[config.mk]
export PLATFORM = sky130hd
export DESIGN_NAME = hbrs_top
export DESIGN_NICKNAME = d
export VERILOG_FILES = /design/src/pkg/hbrs_pkg.sv /design/src/pkg/hbrs_loop_if.sv /design/src/verilog/hbrs_top.sv /design/src/verilog/hbrs_burnout.sv
export SDC_FILE = /design/constraint.sdc
export NUM_CORES = 1
export LEC_CHECK = 0
export CAP_MARGIN = 20
export CORE_MARGIN = 5
export CORE_UTILIZATION = 60
export DETAILED_ROUTE_END_ITERATION = 8
export DONT_BUFFER_PORTS = 1
export PLACE_DENSITY_LB_ADDON = 0.2
export SYNTH_ARGS = -nofsm -noshare
export SYNTH_HDL_FRONTEND = slang
export SYNTH_SLANG_ARGS = --single-unit
[constraint.sdc]
create_clock -name clk_i -period 4.8 [get_ports clk_i]
set_input_delay 0.24 -clock clk_i [delete_from_list [all_inputs] [get_ports clk_i]]
set_output_delay 0.24 -clock clk_i [all_outputs]
set_load 0.02 [all_outputs]
[src/pkg/hbrs_pkg.sv]
package hbrs_pkg;

   // ---------------------------------------------------------------
   // Sizes
   // ---------------------------------------------------------------
   localparam int HBRS_NLOOP = 4;
   localparam int HBRS_DW = 16;
   localparam int HBRS_AW = 8;

   // ---------------------------------------------------------------
   // Register indices, byte address is four times the index
   // ---------------------------------------------------------------
   localparam logic [5:0] HBRS_IDX_CMD01 = 6'h02;
   localparam logic [5:0] HBRS_IDX_CMD23 = 6'h0c;
   localparam logic [5:0] HBRS_IDX_THR0 = 6'h04;
   localparam logic [5:0] HBRS_IDX_THR_LAST = 6'h07;
   localparam logic [5:0] HBRS_IDX_MON0 = 6'h08;
   localparam logic [5:0] HBRS_IDX_MON_LAST = 6'h0b;
   localparam logic [5:0] HBRS_IDX_CFG = 6'h10;
   localparam logic [5:0] HBRS_IDX_STAT = 6'h11;

   // ---------------------------------------------------------------
   // Field layouts and reset values
   // ---------------------------------------------------------------
   localparam int HBRS_STOP_A_BIT = 6;
   localparam int HBRS_STOP_B_BIT = 4;
   localparam logic [15:0] HBRS_CMD_RW_MASK = 16'hf05f;
   localparam logic [15:0] HBRS_CMD_RST = 16'h0000;
   localparam logic [15:0] HBRS_THR_RST = 16'h0000;
   localparam logic [15:0] HBRS_CFG_RST = 16'h0000;
   localparam int HBRS_CFG_FW = 4;
   localparam int HBRS_CFG_3PH_BIT = 2;
   localparam int HBRS_STAT_DONE_BIT = 8;

   // Threshold in 0.1 A units
   localparam logic [15:0] HBRS_THR_OFF = 16'h0000;
   localparam logic [15:0] HBRS_THR_FULL = 16'h01f4;

   typedef enum logic [1:0] {
      HBRS_M_TPROP = 2'h0,
      HBRS_M_POS = 2'h1,
      HBRS_M_CYCLE = 2'h2
   } hbrs_method_t;

   typedef enum logic [1:0] {
      HBRS_ST_BOOT = 2'b01,
      HBRS_ST_RUN = 2'b10
   } hbrs_state_t;

   localparam logic [1:0] HBRS_RESP_OKAY = 2'h0;
   localparam logic [1:0] HBRS_RESP_SLVERR = 2'h2;

   // ---------------------------------------------------------------
   // Timing
   // ---------------------------------------------------------------
   localparam int HBRS_CLK_HZ = 100_000_000;
   localparam int HBRS_ON_MIN_MS = 200;
   localparam int HBRS_ON_MIN_CYC = HBRS_ON_MIN_MS * (HBRS_CLK_HZ / 1000);
   localparam int HBRS_STARTUP_S = 4;
   localparam int HBRS_STARTUP_CYC = HBRS_STARTUP_S * HBRS_CLK_HZ;

endpackage

[src/pkg/hbrs_loop_if.sv]
`timescale 1ns/100ps
interface hbrs_loop_if import hbrs_pkg::*; ();
   logic [HBRS_DW-1:0] thr;
   logic [HBRS_DW-1:0] cur;
   logic cur_vld;
   logic ctrl_on;
   logic det_en;
   logic alarm;
   logic [HBRS_DW-1:0] mon;

   modport ctl (
      output thr, cur, cur_vld, ctrl_on, det_en,
      input alarm, mon
   );
   modport det (
      input thr, cur, cur_vld, ctrl_on, det_en,
      output alarm, mon
   );
endinterface

[src/verilog/hbrs_top.sv]
`timescale 1ns/100ps
// Overview of operation
// RL1: A loop latches its burnout alarm when its sensed current falls below its threshold.
// RL2: Once set the alarm stays set until the threshold is zero or the unit is reset.
// RL3: Every loop has its own threshold and is compared only against it.
// RL4: Control on all loops goes on regardless of any burnout alarm.
// RL5: Comparison only counts once the control output has been on for over 200 ms.
// RL6: The host programs active thresholds between 0.1 and 49.9 A.
// RL7: A zero threshold disables detection and keeps the alarm off.
// RL8: A threshold of 50.0 A disables detection and forces the alarm on.
// RL9: The latest sensed current of each loop is readable in a monitor word.
// RL10: No detection for position control, cycle control or three-phase loads.
// RL11: The host keeps normal and burnout currents 1.0 A or 2.5 A apart.
// RL12: A set stop bit halts a loop's control, a clear one lets it run.
// RL13: All stop bits read clear after reset so every loop starts running.
// RL14: Stop bits sit at bits 06 and 04 of each loop-pair command word.
// RL15: Control and alarm outputs stay off for about 4 s after power-up.
// RL16: With output retain the host leaves output bits set entering program mode.
// RL17: The alarm latches on the first qualifying current sample.
module hbrs_top import hbrs_pkg::*; #(
   parameter int unsigned ON_CYC = HBRS_ON_MIN_CYC,
   parameter int unsigned STARTUP_CYC = HBRS_STARTUP_CYC
) (
   input wire logic clk_i,
   input wire logic rstn_i,
   input wire logic [HBRS_AW-1:0] s_axi_awaddr_i,
   input wire logic s_axi_awvalid_i,
   output logic s_axi_awready_o,
   input wire logic [31:0] s_axi_wdata_i,
   input wire logic [3:0] s_axi_wstrb_i,
   input wire logic s_axi_wvalid_i,
   output logic s_axi_wready_o,
   output logic [1:0] s_axi_bresp_o,
   output logic s_axi_bvalid_o,
   input wire logic s_axi_bready_i,
   input wire logic [HBRS_AW-1:0] s_axi_araddr_i,
   input wire logic s_axi_arvalid_i,
   output logic s_axi_arready_o,
   output logic [31:0] s_axi_rdata_o,
   output logic [1:0] s_axi_rresp_o,
   output logic s_axi_rvalid_o,
   input wire logic s_axi_rready_i,
   input wire logic [HBRS_NLOOP*HBRS_DW-1:0] heat_cur_i,
   input wire logic [HBRS_NLOOP-1:0] heat_cur_vld_i,
   input wire logic [HBRS_NLOOP-1:0] ctrl_req_i,
   output logic [HBRS_NLOOP-1:0] ctrl_out_o,
   output logic [HBRS_NLOOP-1:0] burnout_alarm_output_o
);

   localparam logic [31:0] STUP_LAST = 32'(STARTUP_CYC - 1);

   // ---------------------------------------------------------------
   // Declarations
   // ---------------------------------------------------------------
   logic [HBRS_AW-1:0] aw_addr_q;
   logic aw_full_q;
   logic [31:0] w_data_q;
   logic [3:0] w_strb_q;
   logic w_full_q;
   logic bvalid_q;
   logic [1:0] bresp_q;
   logic rvalid_q;
   logic [1:0] rresp_q;
   logic [31:0] rdata_q;
   logic wr_en;
   logic [5:0] wr_idx;
   logic [5:0] rd_idx;
   logic wr_ok;
   logic [31:0] rd_data;
   logic rd_err;
   logic [15:0] cmd01_q;
   logic [15:0] cmd23_q;
   logic [15:0] cfg_q;
   logic [15:0] thr_q [HBRS_NLOOP];
   logic [HBRS_NLOOP-1:0] stop;
   logic [HBRS_NLOOP-1:0] det_en;
   logic [HBRS_NLOOP-1:0] alarm;
   logic [15:0] mon [HBRS_NLOOP];
   logic [HBRS_NLOOP-1:0] ctrl_out_q;
   logic [HBRS_NLOOP-1:0] alarm_out_q;
   hbrs_state_t st_q;
   logic [31:0] stup_cnt_q;
   logic start_done;

   function automatic logic [15:0] hbrs_merge(
      input logic [15:0] old,
      input logic [31:0] wd,
      input logic [3:0] st
   );
      logic [15:0] r;
      r = old;
      if (st[0]) begin
         r[7:0] = wd[7:0];
      end
      if (st[1]) begin
         r[15:8] = wd[15:8];
      end
      return r;
   endfunction

   // ---------------------------------------------------------------
   // AXI4-Lite write channels
   // ---------------------------------------------------------------
   // Address and data may arrive in either order; both held until used
   assign s_axi_awready_o = !aw_full_q && !bvalid_q;
   assign s_axi_wready_o = !w_full_q && !bvalid_q;
   assign wr_en = aw_full_q && w_full_q && !bvalid_q;
   assign wr_idx = aw_addr_q[7:2];

   always_ff @(posedge clk_i or negedge rstn_i) begin
      if (!rstn_i) begin
         aw_addr_q <= '0;
         aw_full_q <= 1'b0;
      end else if (wr_en) begin
         aw_full_q <= 1'b0;
      end else if (s_axi_awvalid_i && s_axi_awready_o) begin
         aw_addr_q <= s_axi_awaddr_i;
         aw_full_q <= 1'b1;
      end
   end

   always_ff @(posedge clk_i or negedge rstn_i) begin
      if (!rstn_i) begin
         w_data_q <= 32'h0;
         w_strb_q <= 4'h0;
         w_full_q <= 1'b0;
      end else if (wr_en) begin
         w_full_q <= 1'b0;
      end else if (s_axi_wvalid_i && s_axi_wready_o) begin
         w_data_q <= s_axi_wdata_i;
         w_strb_q <= s_axi_wstrb_i;
         w_full_q <= 1'b1;
      end
   end

   always_comb begin
      wr_ok = 1'b1;
      if (wr_idx == HBRS_IDX_CMD01) begin
         wr_ok = 1'b1;
      end else if (wr_idx == HBRS_IDX_CMD23) begin
         wr_ok = 1'b1;
      end else if (wr_idx == HBRS_IDX_CFG) begin
         wr_ok = 1'b1;
      end else if (wr_idx == HBRS_IDX_STAT) begin
         wr_ok = 1'b1;
      end else if (wr_idx >= HBRS_IDX_THR0 && wr_idx <= HBRS_IDX_MON_LAST) begin
         wr_ok = 1'b1;
      end else begin
         wr_ok = 1'b0;
      end
   end

   always_ff @(posedge clk_i or negedge rstn_i) begin
      if (!rstn_i) begin
         bvalid_q <= 1'b0;
         bresp_q <= HBRS_RESP_OKAY;
      end else if (wr_en) begin
         bvalid_q <= 1'b1;
         bresp_q <= wr_ok ? HBRS_RESP_OKAY : HBRS_RESP_SLVERR;
      end else if (s_axi_bready_i) begin
         bvalid_q <= 1'b0;
      end
   end

   assign s_axi_bvalid_o = bvalid_q;
   assign s_axi_bresp_o = bresp_q;

   // ---------------------------------------------------------------
   // AXI4-Lite read channel
   // ---------------------------------------------------------------
   assign s_axi_arready_o = !rvalid_q;
   assign rd_idx = s_axi_araddr_i[7:2];

   always_comb begin
      rd_data = 32'h0;
      rd_err = 1'b0;
      if (rd_idx == HBRS_IDX_CMD01) begin
         rd_data = {16'h0, cmd01_q};
      end else if (rd_idx == HBRS_IDX_CMD23) begin
         rd_data = {16'h0, cmd23_q};
      end else if (rd_idx == HBRS_IDX_CFG) begin
         rd_data = {16'h0, cfg_q};
      end else if (rd_idx == HBRS_IDX_STAT) begin
         rd_data[HBRS_NLOOP-1:0] = alarm;
         rd_data[HBRS_STAT_DONE_BIT] = start_done;
      end else if (rd_idx >= HBRS_IDX_THR0 && rd_idx <= HBRS_IDX_THR_LAST) begin
         rd_data = {16'h0, thr_q[rd_idx[1:0]]};
      end else if (rd_idx >= HBRS_IDX_MON0 && rd_idx <= HBRS_IDX_MON_LAST) begin
         rd_data = {16'h0, mon[rd_idx[1:0]]}; // RL9
      end else begin
         rd_err = 1'b1;
      end
   end

   always_ff @(posedge clk_i or negedge rstn_i) begin
      if (!rstn_i) begin
         rvalid_q <= 1'b0;
         rresp_q <= HBRS_RESP_OKAY;
         rdata_q <= 32'h0;
      end else if (s_axi_arvalid_i && s_axi_arready_o) begin
         rvalid_q <= 1'b1;
         rresp_q <= rd_err ? HBRS_RESP_SLVERR : HBRS_RESP_OKAY;
         rdata_q <= rd_data;
      end else if (s_axi_rready_i) begin
         rvalid_q <= 1'b0;
      end
   end

   assign s_axi_rvalid_o = rvalid_q;
   assign s_axi_rresp_o = rresp_q;
   assign s_axi_rdata_o = rdata_q;

   // ---------------------------------------------------------------
   // Command and configuration words
   // ---------------------------------------------------------------
   // Unused command bits read as zero
   always_ff @(posedge clk_i or negedge rstn_i) begin
      if (!rstn_i) begin
         cmd01_q <= HBRS_CMD_RST; // RL13
         cmd23_q <= HBRS_CMD_RST; // RL13
      end else if (wr_en && wr_idx == HBRS_IDX_CMD01) begin
         cmd01_q <= hbrs_merge(cmd01_q, w_data_q, w_strb_q) &
                    HBRS_CMD_RW_MASK;
      end else if (wr_en && wr_idx == HBRS_IDX_CMD23) begin
         cmd23_q <= hbrs_merge(cmd23_q, w_data_q, w_strb_q) &
                    HBRS_CMD_RW_MASK;
      end
   end

   always_ff @(posedge clk_i or negedge rstn_i) begin
      if (!rstn_i) begin
         cfg_q <= HBRS_CFG_RST;
      end else if (wr_en && wr_idx == HBRS_IDX_CFG) begin
         cfg_q <= hbrs_merge(cfg_q, w_data_q, w_strb_q);
      end
   end

   assign stop = {cmd23_q[HBRS_STOP_B_BIT], cmd23_q[HBRS_STOP_A_BIT],
                  cmd01_q[HBRS_STOP_B_BIT], cmd01_q[HBRS_STOP_A_BIT]}; // RL14

   // ---------------------------------------------------------------
   // Power-up hold-off
   // ---------------------------------------------------------------
   always_ff @(posedge clk_i or negedge rstn_i) begin
      if (!rstn_i) begin
         st_q <= HBRS_ST_BOOT;
         stup_cnt_q <= 32'h0;
      end else begin
         case (st_q)
            HBRS_ST_BOOT: begin
               if (stup_cnt_q == STUP_LAST) begin
                  st_q <= HBRS_ST_RUN; // RL15
               end else begin
                  stup_cnt_q <= stup_cnt_q + 32'h1;
               end
            end
            HBRS_ST_RUN: begin
               st_q <= HBRS_ST_RUN;
            end
            default: begin
               st_q <= HBRS_ST_BOOT;
            end
         endcase
      end
   end

   assign start_done = (st_q == HBRS_ST_RUN);

   // ---------------------------------------------------------------
   // Per-loop control path and burnout detectors
   // ---------------------------------------------------------------
   generate
      for (genvar g = 0; g < HBRS_NLOOP; g++) begin : g_loop
         hbrs_loop_if lp_if ();
         logic [HBRS_CFG_FW-1:0] cfg_f;
         hbrs_method_t meth;

         assign cfg_f = cfg_q[g*HBRS_CFG_FW +: HBRS_CFG_FW];
         assign meth = hbrs_method_t'(cfg_f[1:0]);
         assign det_en[g] = (meth == HBRS_M_TPROP) &&
                            !cfg_f[HBRS_CFG_3PH_BIT]; // RL10

         always_ff @(posedge clk_i or negedge rstn_i) begin
            if (!rstn_i) begin
               thr_q[g] <= HBRS_THR_RST;
            end else if (wr_en && wr_idx == 6'(HBRS_IDX_THR0 + g)) begin
               thr_q[g] <= hbrs_merge(thr_q[g], w_data_q, w_strb_q); // RL3
            end
         end

         // Burnout alarm never gates the control output
         always_ff @(posedge clk_i or negedge rstn_i) begin
            if (!rstn_i) begin
               ctrl_out_q[g] <= 1'b0;
               alarm_out_q[g] <= 1'b0;
            end else begin
               ctrl_out_q[g] <= ctrl_req_i[g] && !stop[g] &&
                                start_done; // RL4 RL12 RL15
               alarm_out_q[g] <= alarm[g] && start_done; // RL15
            end
         end

         assign lp_if.thr = thr_q[g];
         assign lp_if.cur = heat_cur_i[g*HBRS_DW +: HBRS_DW];
         assign lp_if.cur_vld = heat_cur_vld_i[g];
         assign lp_if.ctrl_on = ctrl_out_q[g];
         assign lp_if.det_en = det_en[g];
         assign alarm[g] = lp_if.alarm;
         assign mon[g] = lp_if.mon;

         hbrs_burnout #(
            .ON_CYC(ON_CYC)
         ) u_det (
            .clk_i(clk_i),
            .rstn_i(rstn_i),
            .lp(lp_if.det)
         );

         AST_STOP_HALT: assert property (@(posedge clk_i)
            disable iff (!rstn_i) stop[g] |=> !ctrl_out_q[g]) // RL12
            else $error("stopped loop still drives control");
         AST_CTRL_CONT: assert property (@(posedge clk_i)
            disable iff (!rstn_i)
            ctrl_req_i[g] && !stop[g] && start_done |=> ctrl_out_q[g]) // RL4
            else $error("running loop lost its control output");
      end
   endgenerate

   assign ctrl_out_o = ctrl_out_q;
   assign burnout_alarm_output_o = alarm_out_q;

   AST_STARTUP: assert property (@(posedge clk_i) disable iff (!rstn_i)
      !start_done |=> (ctrl_out_q == '0) && (alarm_out_q == '0)) // RL15
      else $error("output active during power-up hold-off");
   AST_LAYOUT: assert property (@(posedge clk_i) disable iff (!rstn_i)
      (cmd01_q[HBRS_STOP_B_BIT] |=> !ctrl_out_q[1]) and
      (cmd23_q[HBRS_STOP_A_BIT] |=> !ctrl_out_q[2])) // RL14
      else $error("stop bit taken from wrong position");
   AST_RUN_AT_RESET: assert property (@(posedge clk_i)
      $rose(rstn_i) |-> stop == '0) // RL13
      else $error("stop bit set out of reset");

endmodule

[src/verilog/hbrs_burnout.sv]
`timescale 1ns/100ps
module hbrs_burnout import hbrs_pkg::*; #(
   parameter int unsigned ON_CYC = HBRS_ON_MIN_CYC
) (
   input wire logic clk_i,
   input wire logic rstn_i,
   hbrs_loop_if.det lp
);

   localparam logic [31:0] ON_SAT = 32'(ON_CYC + 1);

   logic [31:0] on_cnt_q;
   logic on_long;
   logic thr_active;
   logic cmp_hit;
   logic alarm_q;
   logic [HBRS_DW-1:0] mon_q;

   // ---------------------------------------------------------------
   // On-time qualification
   // ---------------------------------------------------------------
   // Saturates one past the limit so that only strictly longer counts
   always_ff @(posedge clk_i or negedge rstn_i) begin
      if (!rstn_i) begin
         on_cnt_q <= 32'h0;
      end else if (!lp.ctrl_on) begin
         on_cnt_q <= 32'h0; // RL5
      end else if (on_cnt_q != ON_SAT) begin
         on_cnt_q <= on_cnt_q + 32'h1;
      end
   end

   assign on_long = (on_cnt_q == ON_SAT); // RL5
   assign thr_active = (lp.thr != HBRS_THR_OFF) && (lp.thr < HBRS_THR_FULL);
   assign cmp_hit = on_long && lp.det_en && lp.cur_vld && thr_active &&
                    (lp.cur < lp.thr); // RL1 RL3 RL10 RL17

   // ---------------------------------------------------------------
   // Current monitor and alarm latch
   // ---------------------------------------------------------------
   always_ff @(posedge clk_i or negedge rstn_i) begin
      if (!rstn_i) begin
         mon_q <= '0;
      end else if (lp.cur_vld) begin
         mon_q <= lp.cur; // RL9
      end
   end

   always_ff @(posedge clk_i or negedge rstn_i) begin
      if (!rstn_i) begin
         alarm_q <= 1'b0; // RL2
      end else if (lp.thr == HBRS_THR_OFF) begin
         alarm_q <= 1'b0; // RL2 RL7
      end else if (lp.thr >= HBRS_THR_FULL) begin
         alarm_q <= 1'b1; // RL8
      end else if (cmp_hit) begin
         alarm_q <= 1'b1; // RL1 RL17
      end
   end

   assign lp.alarm = alarm_q;
   assign lp.mon = mon_q;

   AST_ALARM_SET: assert property (@(posedge clk_i) disable iff (!rstn_i)
      cmp_hit |=> alarm_q) // RL1
      else $error("alarm not latched on low current");
   AST_ALARM_HOLD: assert property (@(posedge clk_i) disable iff (!rstn_i)
      alarm_q && (lp.thr != HBRS_THR_OFF) |=> alarm_q) // RL2
      else $error("alarm latch released without zero threshold");
   AST_ZERO_OFF: assert property (@(posedge clk_i) disable iff (!rstn_i)
      (lp.thr == HBRS_THR_OFF) |=> !alarm_q) // RL7
      else $error("alarm set while threshold is zero");
   AST_FULL_ON: assert property (@(posedge clk_i) disable iff (!rstn_i)
      (lp.thr == HBRS_THR_FULL) |=> alarm_q) // RL8
      else $error("alarm not forced at full threshold");
   AST_NO_EARLY: assert property (@(posedge clk_i) disable iff (!rstn_i)
      !on_long && !alarm_q && thr_active |=> !alarm_q) // RL5
      else $error("alarm set before on-time qualified");
   AST_UNAVAIL: assert property (@(posedge clk_i) disable iff (!rstn_i)
      !lp.det_en && !alarm_q && thr_active |=> !alarm_q) // RL10
      else $error("alarm set with detection unavailable");
   AST_MON: assert property (@(posedge clk_i) disable iff (!rstn_i)
      lp.cur_vld |=> mon_q == $past(lp.cur)) // RL9
      else $error("monitor word missed a sample");

endmodule

==> summary.md, run 1 <==
| Metric | Value |
|---|---|
| Worst Tran Pin Value | `1.02 ns` |
| Largest net degree at the start of global routing | `385` |
| DRT Pass-1 Iters | `5` |
| Pleak | `0.0102 uW` |
| Mean routed wirelength per cell | `22.4 microns` |
| Via density per instance | `6.20` |
| Tot Pwr | `9820 uW` |
| CP endpoint kind | `flop` |
| Clk_lat worst skew | `0.55 ns` |
| Clock power share | `34.7%` |
| NetSw | `2920 uW` |
| Placed cell areas | `0.0204 sq mm` |
| Syn avg cell area | `11.5 sq um` |
| Outcome | `complete, but fails checks` |
| Part of the power in registers | `45.7%` |
| Initial antenna violation count | `7` |
| Failing checks | `hold timing` |
| VDD IR max | `0.336 mV` |
| Ys flop type | `dfrtp_1` |
| Final nets | `2100` |
| Clock skew | `0.0237 ns` |
| # rows | `67` |
| Post-Syn Instances | `1740` |
| Die ar. | `0.0372 sq mm` |
| Max clock buf depth | `3` |
| Count of state elements after synthesis | `384` |
| Placer Congestion | `0.889` |
| Slew HR | `32.0%` |
| Combinational Power Share | `19.6%` |
| Share of cells above drive strength 1 | `17.0%` |
| Synthesis warning total | `0` |
| Hold Fails Final Rpt | `384` |
| Area Growth Syn to Fin | `17.0%` |
| Port bufs | `0` |
| Antenna-violating nets left | `0` |
| PwrDens | `418 mW/mm^2` |
| Worst Path Arrival | `2.86 ns` |
| Worst Hold Slack | `-0.608 ns` |
| GRT Util Overall | `29.1%` |
| Initial DRC Count | `1137` |
| Ys async rst share | `100%` |
| I/O pin count | `180` |
| Final Cycle Share | `50.1%` |
| Detailed-route DRC error count | `0` |
| EDFF count, synth | `0` |
| Post-Route Setup TNS | `0 ns` |
| RR Startpoint | `g_loop[2].u_det.on_cnt_q[12]` |
| Post-CTS Hold Fix Bufs | `162` |
| P_int | `6890 uW` |
| Min-Delay Path Class | `input pin to asynchronous set/reset pin` |
| Core Util, Final | `70.6%` |
| CTS tree | `built` |
| Dpl hpwl | `34500 microns` |
| Crit-path max FO | `4` |
| Max Transition Viols Final | `0` |
| Worst Path Class, Setup | `flop to flop` |
| Sw frac | `29.8%` |
| Synth Cell Area | `0.0201 sq mm` |
| Grt total ovfl | `0` |
| Critical Path RT | `5.26 ns` |
| Total CTS buffers | `41` |
| Setup crit start | `g_loop[2].u_det.on_cnt_q[12]` |
| Clock-pin slew on the worst setup and hold paths | `0.06 ns` |
| Initial core utilization | `60.3%` |
| Vias in the first global route | `15095` |
| Register area share after synthesis | `47.9%` |
| RSZ-0062 raised after global routing | `no` |
| Library cells used by synthesis | `70` |
| Chip height | `193 microns` |
| Sink Count | `384` |
| Chip width | `193 microns` |
| Most common cell after layout, fill and taps aside | `dfrtp_1` |
| H-Tree Depth | `2` |
| MaxCap Viol Count | `0` |
| Setup violators final | `0` |
| Post-route design area | `0.0235 sq mm` |
| Final period demand of the worst path | `2.40 ns` |
| Routed via count | `14776` |
| Core ar. | `0.0333 sq mm` |
| FMAX | `0.416 GHz` |
| First-pass GRT wire length | `84400 microns` |
| Commonest non-fill, non-tap cells in the layout | `383 x dfrtp_1, 188 x mux2_2, 162 x dlygate4sd3_1` |
| Post-Route WL | `53500 microns` |
| Startpoint Class | `flop` |
| Root Driver | `clkbuf_16` |
worst max-delay path: stages, from the launching register on:
cell,delay [ns]
dfrtp_1,0.42
nor4b_1,0.32
nand4_1,0.19
nor4_2,0.84
nand4_1,0.30
o211ai_1,0.25
power groups by stage:
stage	registers (uW)	logic, uW	clock network (uW)
after floorplan	4200	1390	0
after global placement	4450	1600	0
after detailed placement	4480	1680	0
after CTS	4440	1850	3460
after global routing	4530	2090	3600
final	4490	1920	3410
cell families after synthesis:
logic type / share of synthesized area (%)
flops: 47.9
mux: 15.1
simple gates: 18.3
other cells: 0.0187
buf+inv: 3.36
xor+xnor: 5.50
compound gates: 5.39
fa+ha+maj: 4.43
metal layers:
layer,global-route usage [%],share of wire (%)
met1,40.3,42
met5,0,0.026
met4,12.1,4.5
met3,6.60,7.6
met2,44.5,46
metrics by stage:
stage	hold WS, ns	setup WS (ns)	cells
floorplan	-0.0556	2.87	1757
global placement	-0.0377	2.48	2140
detailed placement	-0.0403	2.51	2140
CTS	-0.627	2.48	2377
global route	-0.632	2.33	2384
finish	-0.608	2.40	2385
layout make-up:
class,count,area (sq um)
tap,448,561
timing repair buffer,169,1680
clock buffer,60,1220
antenna,7,17.5
clock inverter,15,231
sequential,384,9610
multi-input combinational,1219,9850
inverter,83,312
fill,2311,9800
registers in the layout (all words and copies together) (netlist names), 6 cells and up:
name	count
aw_addr_q	6
cfg_q	16
cmd01_q	10
cmd23_q	10
g_loop.lp_if.thr	64
g_loop.u_det.lp.mon	64
g_loop.u_det.on_cnt_q	128
s_axi_rdata_o	16
stup_cnt_q	32
w_data_q	16
cells in the mapped netlist (all sizes together), types with 3 or more instances:
library cell	instances	area, sq um
a211o	4	35.0
a211oi	9	67.6
a21boi	7	52.6
a21o	5	37.5
a21oi	19	95.1
a222oi	9	90.1
a22o	5	43.8
a22oi	10	75.1
a31oi	6	37.5
and2	97	607
and3	26	163
and3b	6	52.6
and4	11	96.3
buf	37	235
clkbuf	34	128
dfrtp	383	9580
ha	71	888
inv	83	312
mux2	190	2140
mux2i	18	180
mux4	32	721
nand2	97	369
nand2b	26	163
nand3	69	363
nand3b	3	35.0
nand4	80	526
nor2	56	258
nor2b	22	138
nor3	30	150
nor3b	3	22.5
nor4	42	348
nor4b	21	248
o211ai	14	105
o21a	8	60.1
o21ai	41	205
o31ai	8	60.1
or3	8	50.1
xnor2	92	806
xor2	34	298
worst paths after layout:
kind                       depth (start not counted)  slack (ns)                           end
min                                                0       -0.61  g_loop[0].u_det.on_cnt_q[20]
min reg2reg                                        1        0.47                stup_cnt_q[28]
max in group asynchronous                          0        4.79        g_loop[2].lp_if.thr[0]
max                                                5        2.40      g_loop[2].u_det.lp.alarm
min in group clk_i                                 4        0.08      g_loop[3].u_det.lp.alarm
max reg2reg                                        5        2.40      g_loop[2].u_det.lp.alarm
repair_timing:
| item | 4_1_cts | 5_1_grt |
|---|---|---|
| endpoints found under the setup margin | 0 | 0 |
| resized for setup | 0 | 0 |
| buffers inserted | 0 | 0 |
| hold endpoints to repair | 482 | 384 |
(Power assumes the default switching activity.)
==> run 2: changes to the inputs <==
--- a/config.mk
+++ b/config.mk
@@ -7,7 +7,7 @@
 export LEC_CHECK = 0
 export CAP_MARGIN = 20
 export CORE_MARGIN = 5
-export CORE_UTILIZATION = 60
+export CORE_UTILIZATION = 58
 export DETAILED_ROUTE_END_ITERATION = 8
 export DONT_BUFFER_PORTS = 1
 export PLACE_DENSITY_LB_ADDON = 0.2
==> constraint.sdc (replaced) <==
create_clock -name clk_i -period 2.1 [get_ports clk_i]
set_input_delay 0.105 -clock clk_i [delete_from_list [all_inputs] [get_ports clk_i]]
set_output_delay 0.105 -clock clk_i [all_outputs]
set_load 0.02 [all_outputs]
==> run 2 against run 1 <==
Compared with the run above: the run still ends with hold timing left; via count is 0.42% higher; die area is 3.3% higher; setup slack worse by 2.3 ns; critical endpoint is now s_axi_rdata_o[0]; hold slack worse by 0.13 ns; first-iteration DRC count is 3.2% higher; critical path type unchanged; largest cell class unchanged; sequential cell count stayed put; highest routed layer unchanged; critical path depth stayed put; register-to-register slack worse by 2.3 ns; non-clock buffer count is 43 higher; global-route usage is 1.1 points lower.
==> summary.md, run 2 (synthesis gave the netlist of run 1 again) <==
| Metric | Value |
|---|---|
| Dpl ws | `0.0737 ns` |
| Clock skew | `0.0255 ns` |
| Placer Congestion | `0.877` |
| Post-Route Setup TNS | `0 ns` |
| CP Cell Sequence | `mux4_2, a22oi_1, nand2_1, a222oi_1, o21ai_0` |
| Critical Path RT | `2.52 ns` |
| Min-Delay Path Class | `input pin to asynchronous set/reset pin` |
| Most common cell after layout, fill and taps aside | `dfrtp_1` |
| First-pass GRT wire length | `85400 microns` |
| Final nets | `2144` |
| Commonest non-fill, non-tap cells in the layout | `383 x dfrtp_1, 188 x mux2_2, 167 x dlygate4sd3_1` |
| Max Transition Viols Final | `0` |
| Post-CTS Hold Fix Bufs | `167` |
| RR Startpoint | `g_loop[3].lp_if.thr[0]` |
| Startpoint Class | `flop` |
| Routed via count | `14838` |
| Worst Path Class, Setup | `flop to flop` |
| Worst Tran Pin Value | `0.809 ns` |
| Via density per instance | `6.10` |
| Chip width | `196 microns` |
| H-Tree Depth | `2` |
| Sink Count | `384` |
| Clock-pin slew on the worst setup and hold paths | `0.06 ns` |
| Setup WS post-layout | `0.103 ns` |
| Detailed-route DRC error count | `0` |
| Worst Path Arrival | `2.41 ns` |
| Tot Pwr | `22100 uW` |
| Initial DRC Count | `1173` |
| Max clock buf depth | `3` |
| Failing checks | `hold timing` |
| Register area | `0.00961 sq mm` |
| VDD IR max | `0.825 mV` |
| Die ar. | `0.0384 sq mm` |
| Dpl cells | `2185` |
| Largest Register | `g_loop.u_det.on_cnt_q` |
| Setup violators final | `0` |
| CP max stage cell | `mux4_2` |
| PwrDens | `928 mW/mm^2` |
| CTS tree | `built` |
| Mean routed wirelength per cell | `21.9 microns` |
| Dpl hpwl | `35600 microns` |
| MaxCap Viol Count | `0` |
| Clk_lat worst skew | `0.56 ns` |
| Largest net degree at the start of global routing | `385` |
| FMAX | `0.501 GHz` |
| Initial core utilization | `58.4%` |
| # rows | `68` |
| Post-Route WL | `53200 microns` |
| Final Cycle Share | `95.1%` |
| RSZ-0062 raised after global routing | `yes` |
| Area of the multi-input gates | `0.00988 sq mm` |
| Worst path max stage delay | `0.51 ns` |
| Max reg flops | `128` |
| Final Non-Filler Cells | `2434` |
| CP endpoint kind | `flop` |
| Vias in the first global route | `15141` |
| Final period demand of the worst path | `2.00 ns` |
| Antenna-violating nets left | `0` |
| Port bufs | `0` |
| Total CTS buffers | `42` |
| Hold Fails Final Rpt | `384` |
| Crit-path max FO | `4` |
| Worst Hold Slack | `-0.738 ns` |
| Root Driver | `clkbuf_16` |
| Share of cells above drive strength 1 | `18.8%` |
| Fill cells | `2472` |
| Outcome | `complete, but fails checks` |
| Pleak | `0.0104 uW` |
| Grt total ovfl | `0` |
| DRT Pass-1 Iters | `7` |
| GRT Util Overall | `27.9%` |
| Chip height | `196 microns` |
| Initial antenna violation count | `5` |
| Slew HR | `46.1%` |
| I/O pin count | `180` |
| Setup crit start | `g_loop[3].lp_if.thr[0]` |
| Core ar. | `0.0344 sq mm` |
| Area Growth Syn to Fin | `18.5%` |
[run 2: cell count changes in the layout (fill, tap and decap cells not counted), sizes merged, moves of 2 or more]
cell,delta
bufinv,-4
dlygate4sd3,+5
diode,-2
buf,+38
clkinv,+6
[run 2: power by group]
group,switching [uW],total (uW),internal (uW)
registers,1640,10200,8590
clock network,3100,7370,4270
logic,2020,4470,2450
[run 2: final timing paths]
check                                            to  slack [ns]  cells past startpoint
max in group asynchronous  g_loop[3].u_det.lp.alarm        2.19                      0
hold reg to reg                       stup_cnt_q[9]        0.47                      1
setup / recovery                   s_axi_rdata_o[0]        0.10                      5
hold / removal                       stup_cnt_q[15]       -0.74                      0
setup reg to reg                   s_axi_rdata_o[0]        0.10                      5
min in group clk_i         g_loop[3].u_det.lp.alarm        0.02                      4
[run 2: stage by stage]
step	hold WS, ns	utilization (%)	cell area, sq um
after floorplan	-0.191	-	20100
after global placement	-0.168	60.2	20700
after detailed placement	-0.167	60.2	20700
after CTS	-0.751	69.1	23700
after global routing	-0.762	69.2	23800
final	-0.738	69.2	23800
[run 2: critical path, delay by kind of cell (launching register included)]
kind	cells	cell delay, ns
and+or+nand+nor	1	0.09
muxes	1	0.51
AOI/OAI and AO/OA	3	0.81
DFF	1	0.45
[run 2: cell type report]
cell class                      count  share of cell area, %
Multi-Input combinational cell   1219                   41.6
Sequential cell                   384                   40.4
Timing Repair Buffer              212                   8.50
Clock buffer                       59                   5.07
Tap cell                          455                   2.39
Inverter                           83                   1.31
Clock inverter                     17                  0.700
Antenna cell                        5                 0.0526
[run 2: what timing repair did]
| action | in CTS | in global routing |
|---|---|---|
| resized for setup | 0 | 3 |
| setup buffers | 0 | 1 |
| endpoints found under the hold margin | 491 | 384 |
| setup endpoints to repair | 0 | 67 |
[run 2: metal layers]
layer  share of wire (%)  global-route usage (%)  vias to the layer above
li1                    -                       -                     6679
met1                  42                    38.7                     7464
met2                  47                    44.5                      563
met3                 7.7                    6.53                      130
met4                 3.3                    8.02                        2
met5               0.024                       0                        -
